**src/pwr_pkg.sv**
```systemverilog
// Shared constants and types for the power control and low-power mode block.
package pwr_pkg;

    // Register map.
    localparam logic [7:0] SUPPLY_MONITOR_CTRL_STATUS_ADDR = 8'h00;
    localparam logic [7:0] REFERENCE_CTRL_STATUS_ADDR      = 8'h01;
    localparam logic [7:0] REG_RESET                       = 8'h00;

    // Fields of the supply monitor register.
    localparam int DETECTOR_ON_BIT    = 0;
    localparam int LEVEL_LO_BIT       = 1;
    localparam int LEVEL_HI_BIT       = 3;
    localparam int IRQ_ENABLE_BIT     = 4;
    localparam int EVENT_FLAG_BIT     = 5;
    localparam int OUTPUT_STATE_BIT   = 6;

    // Fields of the reference register.
    localparam int REF_READY_BIT      = 0;
    localparam int LOW_LEAKAGE_BIT    = 1;
    localparam int FAST_WAKEUP_BIT    = 2;

    localparam logic [2:0] LEVEL_EXTERNAL = 3'h7;

    // Fast wakeup time and its cycle count at 100 MHz, rounded up.
    localparam int CLK_PERIOD_PS      = 10_000;
    localparam int FAST_WAKE_NS       = 6_000;
    localparam int FAST_WAKE_CYCLES   = (FAST_WAKE_NS * 1000 + CLK_PERIOD_PS - 1) / CLK_PERIOD_PS;
    localparam int WAKE_CNT_W         = 10;

    typedef enum logic [2:0] {
        MODE_RUN        = 3'b000,
        MODE_WAIT_INT   = 3'b001,
        MODE_WAIT_EVT   = 3'b010,
        MODE_LP_RUN     = 3'b011,
        MODE_LP_WAIT    = 3'b100,
        MODE_ACT_HALT   = 3'b101,
        MODE_HALT       = 3'b110,
        MODE_WAKING     = 3'b111
    } power_mode_type;

    // Instruction and wakeup inputs from the CPU and the system.
    typedef struct packed {
        logic wait_interrupt_instr;
        logic wait_event_instr;
        logic halt_instr;
        logic lp_run_enter;
        logic lp_run_exit;
    } cpu_request_type;

    typedef struct packed {
        logic interrupt_any;
        logic wakeup_event;
        logic external_irq;
        logic rtc_irq;
    } wake_source_type;

    // Clock and supply controls driven toward the analog and clock blocks.
    typedef struct packed {
        logic main_regulator_mode;
        logic cpu_clock_on;
        logic periph_clock_on;
        logic fast_osc_on;
        logic slow_osc_on;
        logic flash_on;
        logic reference_on;
    } power_ctrl_type;

endpackage

```
**src/pwr_detector_edge.sv**
```systemverilog
// Event generator for the supply threshold detector output.
`timescale 1ns/10ps
`default_nettype none
module pwr_detector_edge
    import pwr_pkg::*;
(
    input  wire logic clk,
    input  wire logic rst,
    input  wire logic enable,
    input  wire logic level,
    output logic      event_pulse
);
    logic prev;

    always_ff @(posedge clk) begin
        if (rst) begin
            prev <= 1'b0;
        end else begin
            prev <= enable & level;
        end
    end

    assign event_pulse = (enable & level) != prev;

    a_edge_event: assert property (@(posedge clk) disable iff (rst)
        ($changed(enable & level)) |-> event_pulse) else $error("detector change without event");
endmodule
`default_nettype wire

```
**src/pwr_mode_ctrl.sv**
```systemverilog
// Low-power mode state machine with regulator and clock controls.
`timescale 1ns/10ps
`default_nettype none
module pwr_mode_ctrl
    import pwr_pkg::*;
(
    input  wire logic            clk,
    input  wire logic            rst,
    input  wire pwr_pkg::cpu_request_type req,
    input  wire pwr_pkg::wake_source_type wake,
    input  wire logic            detector_irq,
    input  wire logic            halt_uses_main,
    input  wire logic            low_leakage_regulator,
    input  wire logic            fast_wakeup_select,
    input  wire logic            reference_ready,
    output pwr_pkg::power_mode_type  mode,
    output pwr_pkg::power_ctrl_type  ctrl
);
    import pwr_pkg::*;

    power_mode_type       next_mode;
    logic [WAKE_CNT_W-1:0] wake_cnt;
    logic                 halt_wake;
    logic                 act_halt_wake;
    logic                 wake_done;

    assign halt_wake     = wake.external_irq | detector_irq;
    assign act_halt_wake = wake.external_irq | wake.rtc_irq | detector_irq;
    // skip reference wait on fast wakeup
    assign wake_done = (wake_cnt == WAKE_CNT_W'(FAST_WAKE_CYCLES - 1))
                       && (fast_wakeup_select || !low_leakage_regulator || reference_ready);

    always_comb begin
        next_mode = mode;
        case (mode)
            MODE_RUN: begin
                if (req.wait_interrupt_instr) begin
                    next_mode = MODE_WAIT_INT;
                end else if (req.wait_event_instr) begin
                    next_mode = MODE_WAIT_EVT;
                end else if (req.halt_instr) begin
                    next_mode = halt_uses_main ? MODE_ACT_HALT : MODE_HALT;
                end else if (req.lp_run_enter) begin
                    next_mode = MODE_LP_RUN;
                end
            end
            MODE_WAIT_INT: if (wake.interrupt_any) next_mode = MODE_RUN;
            MODE_WAIT_EVT: if (wake.interrupt_any || wake.wakeup_event) next_mode = MODE_RUN;
            // interrupts cannot end low power run or low power wait
            MODE_LP_RUN: begin
                if (req.lp_run_exit) begin
                    next_mode = MODE_RUN;
                end else if (req.wait_event_instr) begin
                    next_mode = MODE_LP_WAIT;
                end
            end
            // event returns to low power run
            MODE_LP_WAIT: if (wake.wakeup_event) next_mode = MODE_LP_RUN;
            MODE_ACT_HALT: if (act_halt_wake) next_mode = MODE_WAKING;
            MODE_HALT: if (halt_wake) next_mode = MODE_WAKING;
            MODE_WAKING: if (wake_done) next_mode = MODE_RUN;
            default: next_mode = MODE_RUN;
        endcase
    end

    always_ff @(posedge clk) begin
        if (rst) begin
            mode <= MODE_RUN;
        end else begin
            mode <= next_mode;
        end
    end

    always_ff @(posedge clk) begin
        if (rst || mode != MODE_WAKING) begin
            wake_cnt <= '0;
        end else if (wake_cnt != WAKE_CNT_W'(FAST_WAKE_CYCLES - 1)) begin
            wake_cnt <= wake_cnt + 1'b1;
        end
    end

    // Activity controls follow the mode; a wait holds the cpu clock off until exit.
    always_ff @(posedge clk) begin
        if (rst) begin
            ctrl <= '{main_regulator_mode: 1'b1, cpu_clock_on: 1'b1, periph_clock_on: 1'b1,
                      fast_osc_on: 1'b1, slow_osc_on: 1'b1, flash_on: 1'b1, reference_on: 1'b1};
        end else begin
            // main regulator in run, both wait sleeps, waking and active-halt when halt_uses_main
            ctrl.main_regulator_mode <= (next_mode == MODE_RUN) || (next_mode == MODE_WAIT_INT)
                                        || (next_mode == MODE_WAIT_EVT) || (next_mode == MODE_WAKING)
                                        || (next_mode == MODE_ACT_HALT && halt_uses_main);
            // only cpu clock stops in wait
            ctrl.cpu_clock_on    <= (next_mode == MODE_RUN) || (next_mode == MODE_LP_RUN);
            ctrl.periph_clock_on <= (next_mode != MODE_HALT) && (next_mode != MODE_ACT_HALT);
            // low power run uses slow clock, flash off
            ctrl.fast_osc_on     <= (next_mode == MODE_RUN) || (next_mode == MODE_WAIT_INT)
                                    || (next_mode == MODE_WAIT_EVT) || (next_mode == MODE_WAKING);
            ctrl.slow_osc_on     <= (next_mode != MODE_HALT);
            ctrl.flash_on        <= (next_mode != MODE_LP_RUN) && (next_mode != MODE_LP_WAIT)
                                    && (next_mode != MODE_HALT) && (next_mode != MODE_ACT_HALT);
            // reference stopped in halts when low leakage is set
            ctrl.reference_on    <= !(low_leakage_regulator
                                      && (next_mode == MODE_HALT || next_mode == MODE_ACT_HALT));
        end
    end

    a_halt_regulator: assert property (@(posedge clk) disable iff (rst)
        (mode == MODE_HALT) |-> !ctrl.main_regulator_mode) else $error("main regulator in halt");
    a_wait_no_irq_exit: assert property (@(posedge clk) disable iff (rst)
        (mode == MODE_LP_WAIT && !wake.wakeup_event) |=> (mode == MODE_LP_WAIT)) else $error("lp wait left");
    // The wakeup delay is checked against the counter, one cycle at a time, so no long repetition is needed.
    a_fast_wake_hold: assert property (@(posedge clk) disable iff (rst)
        (mode == MODE_WAKING && wake_cnt != WAKE_CNT_W'(FAST_WAKE_CYCLES - 1)) |=> (mode == MODE_WAKING))
        else $error("wakeup left early");
    a_fast_wake_time: assert property (@(posedge clk) disable iff (rst)
        (mode == MODE_WAKING && wake_cnt == WAKE_CNT_W'(FAST_WAKE_CYCLES - 1) && fast_wakeup_select)
        |=> (mode == MODE_RUN))
        else $error("fast wakeup not 6 us");
endmodule
`default_nettype wire

```
**src/pwr_control.sv**
```systemverilog
// Power control unit: detector and reference registers plus low-power mode control.
// Behaviour
// - Main regulator used in run and both wait sleeps, switched automatically.
// - Halt uses low-power regulator; active-halt follows clock-controller setting.
// - Detector event sets flag bit 5; write one clears, zero ignored.
// - Bit 6 reads live detector output, one when detector on and supply below threshold.
// - Bit 4 gates the detector interrupt request from the flag.
// - Bits 3:1 pick seven levels; code 111 selects external input.
// - Bit 0 turns the detector on when one, off when zero.
// - Detector interrupt wakes halt and active-halt, not the wait modes.
// - Reference bit 0 reads one when reference on and stable.
// - Both registers read zero after reset, except reference bit 0 when stable.
// - Reset starts in run with cpu clocked and main regulator.
// - Wait stops cpu clock only; interrupts, and events for event-wait, exit.
// - Low power run uses slow clock, flash off, low-power regulator.
// - Event-wait in low power run enters low power wait; event returns.
// - Active-halt stops most clocks; wakes on rtc, external interrupt, reset.
// - Halt wakes only on external or detector interrupt; fast wakeup takes 6 us.
// - Low-leakage stops reference in halts; fast wakeup skips its startup.
// - Detector output change in either direction is an event.
`timescale 1ns/10ps
`default_nettype none
module pwr_control
    import pwr_pkg::*;
(
    input  wire logic                CLK,
    input  wire logic                RST,
    input  wire logic [7:0]          ADDR,
    input  wire logic [7:0]          WDATA,
    input  wire logic                WR,
    input  wire logic                RD,
    output logic      [7:0]          RDATA,
    input  wire logic                DETECTOR_BELOW,
    input  wire logic                REFERENCE_STABLE,
    input  wire logic                HALT_USES_MAIN,
    input  wire pwr_pkg::cpu_request_type CPU_REQ,
    input  wire pwr_pkg::wake_source_type WAKE,
    output logic                     DETECTOR_IRQ,
    output logic                     DETECTOR_ENABLE,
    output logic      [2:0]          DETECTOR_LEVEL,
    output logic                     EXTERNAL_THRESHOLD_INPUT_SEL,
    output pwr_pkg::power_mode_type  MODE,
    output pwr_pkg::power_ctrl_type  CTRL
);
    import pwr_pkg::*;

    logic       detector_on;
    logic [2:0] detector_level_select;
    logic       detector_irq_enable;
    logic       detector_event_flag;
    logic       detector_output_state;
    logic       fast_wakeup_select;
    logic       low_leakage_regulator;
    logic       reference_ready;
    logic       detector_event;
    logic       wr_monitor;
    logic       wr_reference;

    assign wr_monitor   = WR && (ADDR == SUPPLY_MONITOR_CTRL_STATUS_ADDR);
    assign wr_reference = WR && (ADDR == REFERENCE_CTRL_STATUS_ADDR);

    // The output reads zero while the detector is switched off.
    // live detector output
    assign detector_output_state = detector_on & DETECTOR_BELOW;
    assign reference_ready = REFERENCE_STABLE & CTRL.reference_on;

    pwr_detector_edge u_edge (
        .clk         (CLK),
        .rst         (RST),
        .enable      (detector_on),
        .level       (DETECTOR_BELOW),
        .event_pulse (detector_event)
    );

    // Enable is plain read/write, since software must be able to turn it on.
    // detector enable, level select and interrupt enable
    always_ff @(posedge CLK) begin
        if (RST) begin
            detector_on           <= REG_RESET[DETECTOR_ON_BIT];
            detector_level_select <= REG_RESET[LEVEL_HI_BIT:LEVEL_LO_BIT];
            detector_irq_enable   <= REG_RESET[IRQ_ENABLE_BIT];
        end else if (wr_monitor) begin
            detector_on           <= WDATA[DETECTOR_ON_BIT];
            detector_level_select <= WDATA[LEVEL_HI_BIT:LEVEL_LO_BIT];
            detector_irq_enable   <= WDATA[IRQ_ENABLE_BIT];
        end
    end

    always_ff @(posedge CLK) begin
        if (RST) begin
            detector_event_flag <= REG_RESET[EVENT_FLAG_BIT];
        end else if (detector_event) begin
            detector_event_flag <= 1'b1;
        end else if (wr_monitor && WDATA[EVENT_FLAG_BIT]) begin
            detector_event_flag <= 1'b0;
        end
    end

    always_ff @(posedge CLK) begin
        if (RST) begin
            fast_wakeup_select    <= REG_RESET[FAST_WAKEUP_BIT];
            low_leakage_regulator <= REG_RESET[LOW_LEAKAGE_BIT];
        end else if (wr_reference) begin
            fast_wakeup_select    <= WDATA[FAST_WAKEUP_BIT];
            low_leakage_regulator <= WDATA[LOW_LEAKAGE_BIT];
        end
    end

    // Unmapped addresses and reserved bits read as zero.
    always_ff @(posedge CLK) begin
        if (RST) begin
            RDATA <= REG_RESET;
        end else if (RD) begin
            RDATA <= REG_RESET;
            if (ADDR == SUPPLY_MONITOR_CTRL_STATUS_ADDR) begin
                RDATA[DETECTOR_ON_BIT]            <= detector_on;
                RDATA[LEVEL_HI_BIT:LEVEL_LO_BIT]  <= detector_level_select;
                RDATA[IRQ_ENABLE_BIT]             <= detector_irq_enable;
                RDATA[EVENT_FLAG_BIT]             <= detector_event_flag;
                RDATA[OUTPUT_STATE_BIT]           <= detector_output_state;
            end else if (ADDR == REFERENCE_CTRL_STATUS_ADDR) begin
                RDATA[REF_READY_BIT]              <= reference_ready;
                RDATA[LOW_LEAKAGE_BIT]            <= low_leakage_regulator;
                RDATA[FAST_WAKEUP_BIT]            <= fast_wakeup_select;
            end
        end else begin
            RDATA <= REG_RESET;
        end
    end

    assign DETECTOR_IRQ                 = detector_event_flag & detector_irq_enable;
    assign DETECTOR_ENABLE              = detector_on;
    assign DETECTOR_LEVEL               = detector_level_select;
    assign EXTERNAL_THRESHOLD_INPUT_SEL = detector_on && (detector_level_select == LEVEL_EXTERNAL);

    pwr_mode_ctrl u_mode (
        .clk                   (CLK),
        .rst                   (RST),
        .req                   (CPU_REQ),
        .wake                  (WAKE),
        .detector_irq          (DETECTOR_IRQ),
        .halt_uses_main        (HALT_USES_MAIN),
        .low_leakage_regulator (low_leakage_regulator),
        .fast_wakeup_select    (fast_wakeup_select),
        .reference_ready       (reference_ready),
        .mode                  (MODE),
        .ctrl                  (CTRL)
    );

    a_flag_set_wins: assert property (@(posedge CLK) disable iff (RST)
        detector_event |=> detector_event_flag) else $error("detector event lost");
    a_flag_zero_write: assert property (@(posedge CLK) disable iff (RST)
        (wr_monitor && !WDATA[EVENT_FLAG_BIT] && detector_event_flag) |=> detector_event_flag)
        else $error("flag cleared by zero");
    a_irq_gate: assert property (@(posedge CLK) disable iff (RST)
        DETECTOR_IRQ |-> (detector_irq_enable && detector_event_flag)) else $error("irq not gated");
    a_read_output: assert property (@(posedge CLK) disable iff (RST)
        (RD && ADDR == SUPPLY_MONITOR_CTRL_STATUS_ADDR) |=> (RDATA[OUTPUT_STATE_BIT] == $past(detector_output_state)))
        else $error("output state misread");
    a_reset_run_mode: assert property (@(posedge CLK)
        ($past(RST) && !RST) |-> (MODE == MODE_RUN && CTRL.main_regulator_mode && CTRL.cpu_clock_on))
        else $error("not run after reset");
    a_wait_regulator: assert property (@(posedge CLK) disable iff (RST)
        (MODE == MODE_WAIT_INT || MODE == MODE_WAIT_EVT) |-> CTRL.main_regulator_mode)
        else $error("wait without main regulator");
    a_level_write: assert property (@(posedge CLK) disable iff (RST)
        wr_monitor |=> (DETECTOR_LEVEL == $past(WDATA[LEVEL_HI_BIT:LEVEL_LO_BIT])))
        else $error("level not stored");
    a_lp_run_regulator: assert property (@(posedge CLK) disable iff (RST)
        (MODE == MODE_LP_RUN) |-> (!CTRL.main_regulator_mode && !CTRL.flash_on))
        else $error("lp run regulator or flash");
endmodule
`default_nettype wire

```
**config.mk**
```make
export PLATFORM = sky130hd
export DESIGN_NAME = pwr_control
export DESIGN_NICKNAME = d
export VERILOG_FILES = /design/src/pwr_pkg.sv /design/src/pwr_detector_edge.sv /design/src/pwr_mode_ctrl.sv /design/src/pwr_control.sv
export SDC_FILE = /design/constraint.sdc
export NUM_CORES = 1
export LEC_CHECK = 0
export BUFFER_PORTS_ARGS = -buffer_cell sky130_fd_sc_hd__buf_2
export CAP_MARGIN = 20
export CORE_MARGIN = 3
export CORE_UTILIZATION = 43
export CTS_BUF_LIST = sky130_fd_sc_hd__clkbuf_8
export CTS_CLUSTER_DIAMETER = 100
export CTS_CLUSTER_SIZE = 25
export DETAILED_ROUTE_END_ITERATION = 8
export GPL_TIMING_DRIVEN = 0
export PLACE_DENSITY = 0.7
export SETUP_SLACK_MARGIN = 0.05
export SYNTH_ARGS = -nofsm -noshare
export SYNTH_HDL_FRONTEND = slang
export SYNTH_SLANG_ARGS = --single-unit
export TNS_END_PERCENT = 50
```
**constraint.sdc**
```tcl
create_clock -name CLK -period 2.6 [get_ports CLK]
set_input_delay 0.13 -clock CLK [delete_from_list [all_inputs] [get_ports CLK]]
set_output_delay 0.13 -clock CLK [all_outputs]
set_load 0.02 [all_outputs]
```
==> results_dict.tcl, run 1 <==
set metrics [dict create \
    critical_path.endpoint_type "flop" \
    skew_ns 0.00468 \
    yosys-mux-area-fraction 0.0591 \
    crit_arrival_ns 2.23 \
    fillers 361 \
    core_um2 3720 \
    outcome "completed" \
    setup_viol 0 \
    maxSlewViolCount 0 \
    clk_pin_slew_ns 0.07 \
    finalHoldViolCount 0 \
    fmax_mhz 485 \
    reg2reg_from "u_mode.wake_cnt[0]$_SDFFE_PP0N_" \
    p_leak_nw 0.923 \
    numClockSinks 36 \
    numCtsBuffers 5 \
    yosys.area.top_type "dfxtp_1" \
    ys.flop_type "dfxtp_1" \
    cts-htree-levels 2 \
    synth_edf_count 0 \
    slowest_stage "nor4_4" \
    hpwl_um 2800 \
    syn_avg_cell_area_um2 9.31 \
    drive_gt1_frac 0.317 \
    die-area_um2 4730 \
    final_cell_mix "buf_2, dfxtp_1, nor2_1" \
    critPathMaxStageDelay_ns 0.46 \
    drc 0 \
    n_antenna_cell 0 \
    dp_slack_ns 0.579 \
    avgRoutedWirePerCell_um 12.2 \
    regToRegEndpoint "u_mode.ctrl[0]$_SDFF_PP1_" \
    ys_types 47 \
    die_h_um 68.8 \
    synth-compound-area-share 0.132 \
    drv_cap 0 \
    synth_fp_nets 215 \
    grt_pass1_vias 1305 \
    synthCells 182 \
    wirelength_um 3510 \
    row_count 22 \
    die-width_um 68.8 \
    cts_setup_buffers 0 \
    crit_required_ns 2.77 \
    cts_tree "done" \
    yosysSeqAreaShare 0.425 \
    synth_area_um2 1690 \
    crit_family "simple AND/OR/NAND/NOR gates" \
    path_buf_inv 0 \
    start_util 0.456 \
    synth_top_area_frac 0.425 \
    period_share 0.793 \
    yosysWarnings 0 \
    drtAntennaViolNets 0 \
    ir_drop_mv 0.269 \
    synth_top_family_by_area "simple AND/OR/NAND/NOR gates" \
    post_cts_resized 0 \
    grt_max_degree 12 \
    r2r_slack_ns 0.54 \
    fin_setup_tns_ns 0 \
    antenna_found_initial 0 \
    syn2layout_area_growth_pct 23.8 \
    dr.pass1.iters 4 \
    worst_slack_ns 0.538 \
    nets 272 \
    p_per_area_nw_per_um2 786 \
    synthSimpleGateAreaFrac 0.286 \
    synth_area_leaders "dfxtp_1, nor2_1, mux2i_1" \
    io_buffer_count 50 \
    clk-insertion-delay-late_ns 0.29 \
    cp-endpoint "u_mode.ctrl[0]$_SDFF_PP1_" \
    io_pins 56 \
    setup.worst_path.start "u_mode.wake_cnt[0]$_SDFFE_PP0N_" \
    r2r_cells 7 \
    synth_seq_cells 36 \
    clockBufferDepth 2 \
    crit_fanout 6 \
    path_cells "ha_1, nand2_1, nor4_4, a21o_2, nand2_1, xnor2_1, nand3_1" \
    async_reset_ff_frac 0 \
    worst_path_most_repeated_cell "nand2_1" \
    fin_crit_ns 2.06 \
    cp_num_cells 7 \
    postCtsHoldBufs 0 \
    mostFrequentLayoutCell "buf_2" \
    synth_fa_ha_area_frac 0.00739 \
    grt_first_pass_wirelength_um 5750 \
    num_vias 1444 \
    rsz0062_at_grt "false" \
    grt_usage 0.168 \
    cts_root_buf "clkbuf_8" \
    gr-total-overflow 0 \
    globalplace.congestion 0.758 \
    worstHoldPathType "in2reg" \
    drt_iter0_drc 52 \
    avgViaCountPerCell 5.01 \
    cp-start-kind "flop" \
    critPathKind "reg2reg" \
    synth_xor_area_frac 0.0414 \
]
[cell type report]
type,instances,area (um2),share of cell area
Inverter,5,18.8,0.00895
Clock buffer,6,82.6,0.0394
Buffer,8,60.1,0.0286
Multi-Input combinational cell,133,895,0.427
Tap cell,48,60.1,0.0286
Timing Repair Buffer,50,250,0.119
Sequential cell,36,721,0.344
Clock inverter,2,10.0,0.00477
[Yosys cell counts (2+ instances only)]
cell,number
and2_1,3
dfxtp_1,36
nand2b_1,3
or3_1,3
nor4_1,3
o21bai_1,5
inv_1,5
nand4bb_1,2
nand2_1,13
buf_6,2
mux2i_1,10
clkbuf_1,3
nand4_1,3
a21oi_1,13
o21ai_0,2
nor3_1,6
nand4b_1,2
buf_4,2
nor2_1,28
xnor2_1,2
xor2_1,6
nand3_1,5
[metal layers]
metal	share of wire	global-route usage	routed length, um
met1	0.42	0.179	1480
met2	0.51	0.300	1780
met3	0.052	0.0535	182
met4	0.021	0.0730	72
met5	0	0	0
[state kept, by name, summed over array words and instances, names as in the netlist, 3 cells and up]
name,cells
u_mode.mode,3
RDATA,7
u_mode.ctrl,7
DETECTOR_LEVEL,3
u_mode.wake_cnt,10
[tightest hold or removal path: cells and delay by family]
family,cells,cell delay [ns]
buffers and inverters,1,0.07
AND/OR/NAND/NOR,1,0.07
multiplexers,1,0.05
[cell families (layout without fill, tap and decap cells)]
family / Yosys count / in the layout
mux: 10 / 10
buf+inv: 13 / 71
compound gates: 29 / 29
other cells: 1 / 1
simple gates: 84 / 84
xor+xnor: 8 / 8
flops: 36 / 36
fa+ha+maj: 1 / 1
[stage by stage]
stage | std cells | total power (W) | instance area (um2) | util | hold WS (ns)
after floorplan | 182 | 0.00112 | 1690 | - | 0.274
after global placement | 280 | 0.00126 | 2000 | 0.539 | 0.361
after detailed placement | 280 | 0.00126 | 2000 | 0.539 | 0.365
after CTS | 288 | 0.00167 | 2100 | 0.564 | 0.0623
after global routing | 288 | 0.00177 | 2100 | 0.564 | 0.0650
final | 288 | 0.00165 | 2100 | 0.564 | 0.0685
[worst min path at each step]
stage / from / endpoint / cells after the start
global placement: WDATA[4] / detector_irq_enable$_SDFFE_PP0P_ / 3
CTS: WDATA[4] / detector_irq_enable$_SDFFE_PP0P_ / 3
global route: WDATA[4] / detector_irq_enable$_SDFFE_PP0P_ / 3
finish: WDATA[4] / detector_irq_enable$_SDFFE_PP0P_ / 3
floorplan: WDATA[0] / DETECTOR_ENABLE$_SDFFE_PP0P_ / 2
detailed placement: WDATA[4] / detector_irq_enable$_SDFFE_PP0P_ / 3
[report_power, final]
| part | total [W] | switching [W] | internal [W] | leakage, nW |
|---|---|---|---|---|
| Sequential | 0.000631 | 0.0000257 | 0.000605 | 0.292 |
| Combinational | 0.000611 | 0.000349 | 0.000262 | 0.580 |
| Clock | 0.000406 | 0.000195 | 0.000211 | 0.0510 |
No activity file was read; power rests on OpenSTA's default activity.
==> run 2, diff against run 1 <==
Settings changed: PLACE_DENSITY 0.7 to 0.72.
Clock period 2.6 ns to 1.8 ns, I/O delays scaled along.
==> results_dict.tcl, run 2 (synthesis results as in run 1) <==
set metrics [dict create \
    clockBufferDepth 2 \
    crit_arrival_ns 1.94 \
    cts_tree "done" \
    finalHoldViolCount 0 \
    path_buf_inv 2 \
    hpwl_um 2770 \
    grt_first_pass_wirelength_um 6270 \
    rsz0062_at_grt "true" \
    io_pins 56 \
    avgViaCountPerCell 5.05 \
    p_per_area_nw_per_um2 1180 \
    io_buffer_count 50 \
    crit_family "simple AND/OR/NAND/NOR gates" \
    outcome "completed" \
    placedCellCount 280 \
    skew_ns 0.00543 \
    row_count 22 \
    drive_gt1_frac 0.427 \
    fillers 339 \
    p_clk_frac 0.221 \
    critPathMaxStageDelay_ns 0.34 \
    slowest_stage "dfxtp_2" \
    dr.pass1.iters 4 \
    core_um2 3720 \
    mostFrequentLayoutCell "buf_2" \
    antenna_found_initial 0 \
    cts_root_buf "clkbuf_8" \
    reg_top3 "u_mode.wake_cnt: 10 flops, RDATA: 7 flops, u_mode.ctrl: 7 flops" \
    fmax_mhz 560 \
    p_sw_w 0.000941 \
    setup_viol 0 \
    num_vias 1496 \
    largest_reg_flops 10 \
    numClockSinks 36 \
    drtAntennaViolNets 0 \
    period_share 0.992 \
    wirelength_um 3870 \
    nets 280 \
    fin_cells 296 \
    die-area_um2 4730 \
    drv_cap 0 \
    grt_pass1_vias 1376 \
    grt_max_degree 12 \
    grt_usage 0.181 \
    intPower_w 0.00170 \
    crit_required_ns 1.96 \
    clk_pin_slew_ns 0.07 \
    avgRoutedWirePerCell_um 13.1 \
    regMostFlops "u_mode.wake_cnt" \
    start_util 0.456 \
    cts-htree-levels 2 \
    clk-insertion-delay-late_ns 0.29 \
    worstHoldPathType "in2reg" \
    drt_iter0_drc 61 \
    p_total_w 0.00264 \
    maxSlewViolCount 0 \
    power_frac_comb 0.430 \
    multiInputGateArea_um2 970 \
    critPathKind "reg2reg" \
    n_antenna_cell 0 \
    path_cells "buf_4, nor4_2, inv_1, o32ai_2, nand2_2, xnor2_2, nand2_1" \
    critical_path.endpoint_type "flop" \
    p_leak_nw 0.997 \
    switching_share 0.356 \
    globalplace.congestion 0.801 \
    seqPwrFrac 0.349 \
    ir_drop_mv 0.565 \
    final_cell_mix "buf_2, dfxtp_1, nor2_1" \
    die_h_um 68.8 \
    cp-start-kind "flop" \
    fin_crit_ns 1.79 \
    numCtsBuffers 5 \
    die-width_um 68.8 \
    crit_fanout 10 \
    syn2layout_area_growth_pct 32.4 \
    gr-total-overflow 0 \
    ff_latch_area_um2 734 \
    drc 0 \
]
[run 2: area by class of cell]
| class | count | area share |
|---|---|---|
| Buffer | 8 | 0.0268 |
| Clock buffer | 6 | 0.0368 |
| Multi-Input combinational cell | 133 | 0.432 |
| Sequential cell | 36 | 0.327 |
| Clock inverter | 2 | 0.00446 |
| Inverter | 5 | 0.00837 |
| Tap cell | 48 | 0.0268 |
| Timing Repair Buffer | 58 | 0.137 |
[run 2: worst min-delay path, cell delays in order]
cell and delay, ns:
buf_2 0.07, mux2i_1 0.05, nor2_1 0.07
[run 2: path summary, 6_finish.rpt]
| kind | start | slack, ns | to | cells after the start |
|---|---|---|---|---|
| setup / recovery | u_mode.mode[0]$_SDFF_PP0_ | 0.01 | u_mode.ctrl[4]$_SDFF_PP1_ | 7 |
| hold / removal | WDATA[4] | 0.03 | detector_irq_enable$_SDFFE_PP0P_ | 3 |
| setup reg to reg | u_mode.mode[0]$_SDFF_PP0_ | 0.01 | u_mode.ctrl[4]$_SDFF_PP1_ | 7 |
| hold reg to reg | low_leakage_regulator$_SDFFE_PP0P_ | 0.43 | u_mode.ctrl[0]$_SDFF_PP1_ | 1 |
[run 2: routing by layer]
layer / up-vias / track usage / wire length, um
met1: 690 / 0.212 / 1710
met5: - / 0 / 0
met4: 0 / 0.0706 / 57
met2: 34 / 0.308 / 1900
met3: 5 / 0.0551 / 209
li1: 767 / - / -
[run 2: repair_timing]
item | 4_1_cts | 5_1_grt
gates cloned | 0 | 1
endpoints found under the setup margin | 6 | 6
resized for setup | 13 | 10
buffers inserted | 5 | 2
pin swaps | 7 | 6
hold buffers | 0 | 0
[run 2: power groups by stage]
stage               clock [W]  sequential (W)  combinational (W)
floorplan                   0         0.00102           0.000593
global placement            0        0.000936           0.000897
detailed placement          0        0.000937           0.000904
CTS                  0.000600        0.000919            0.00100
global route         0.000637        0.000931            0.00124
finish               0.000585        0.000921            0.00114
[run 2: stage by stage]
stage / hold WS (ns) / instance area (um2) / utilization / worst slack [ns] / setup TNS (ns)
CTS: 0.0241 / 2190 / 0.590 / 0.0411 / 0
floorplan: 0.234 / 1700 / - / 0.0413 / 0
detailed placement: 0.328 / 2010 / 0.540 / -0.182 / -0.738
finish: 0.0260 / 2240 / 0.604 / 0.0147 / 0
global route: 0.0422 / 2240 / 0.604 / -0.0443 / -0.136
global placement: 0.320 / 2010 / 0.540 / -0.168 / -0.604
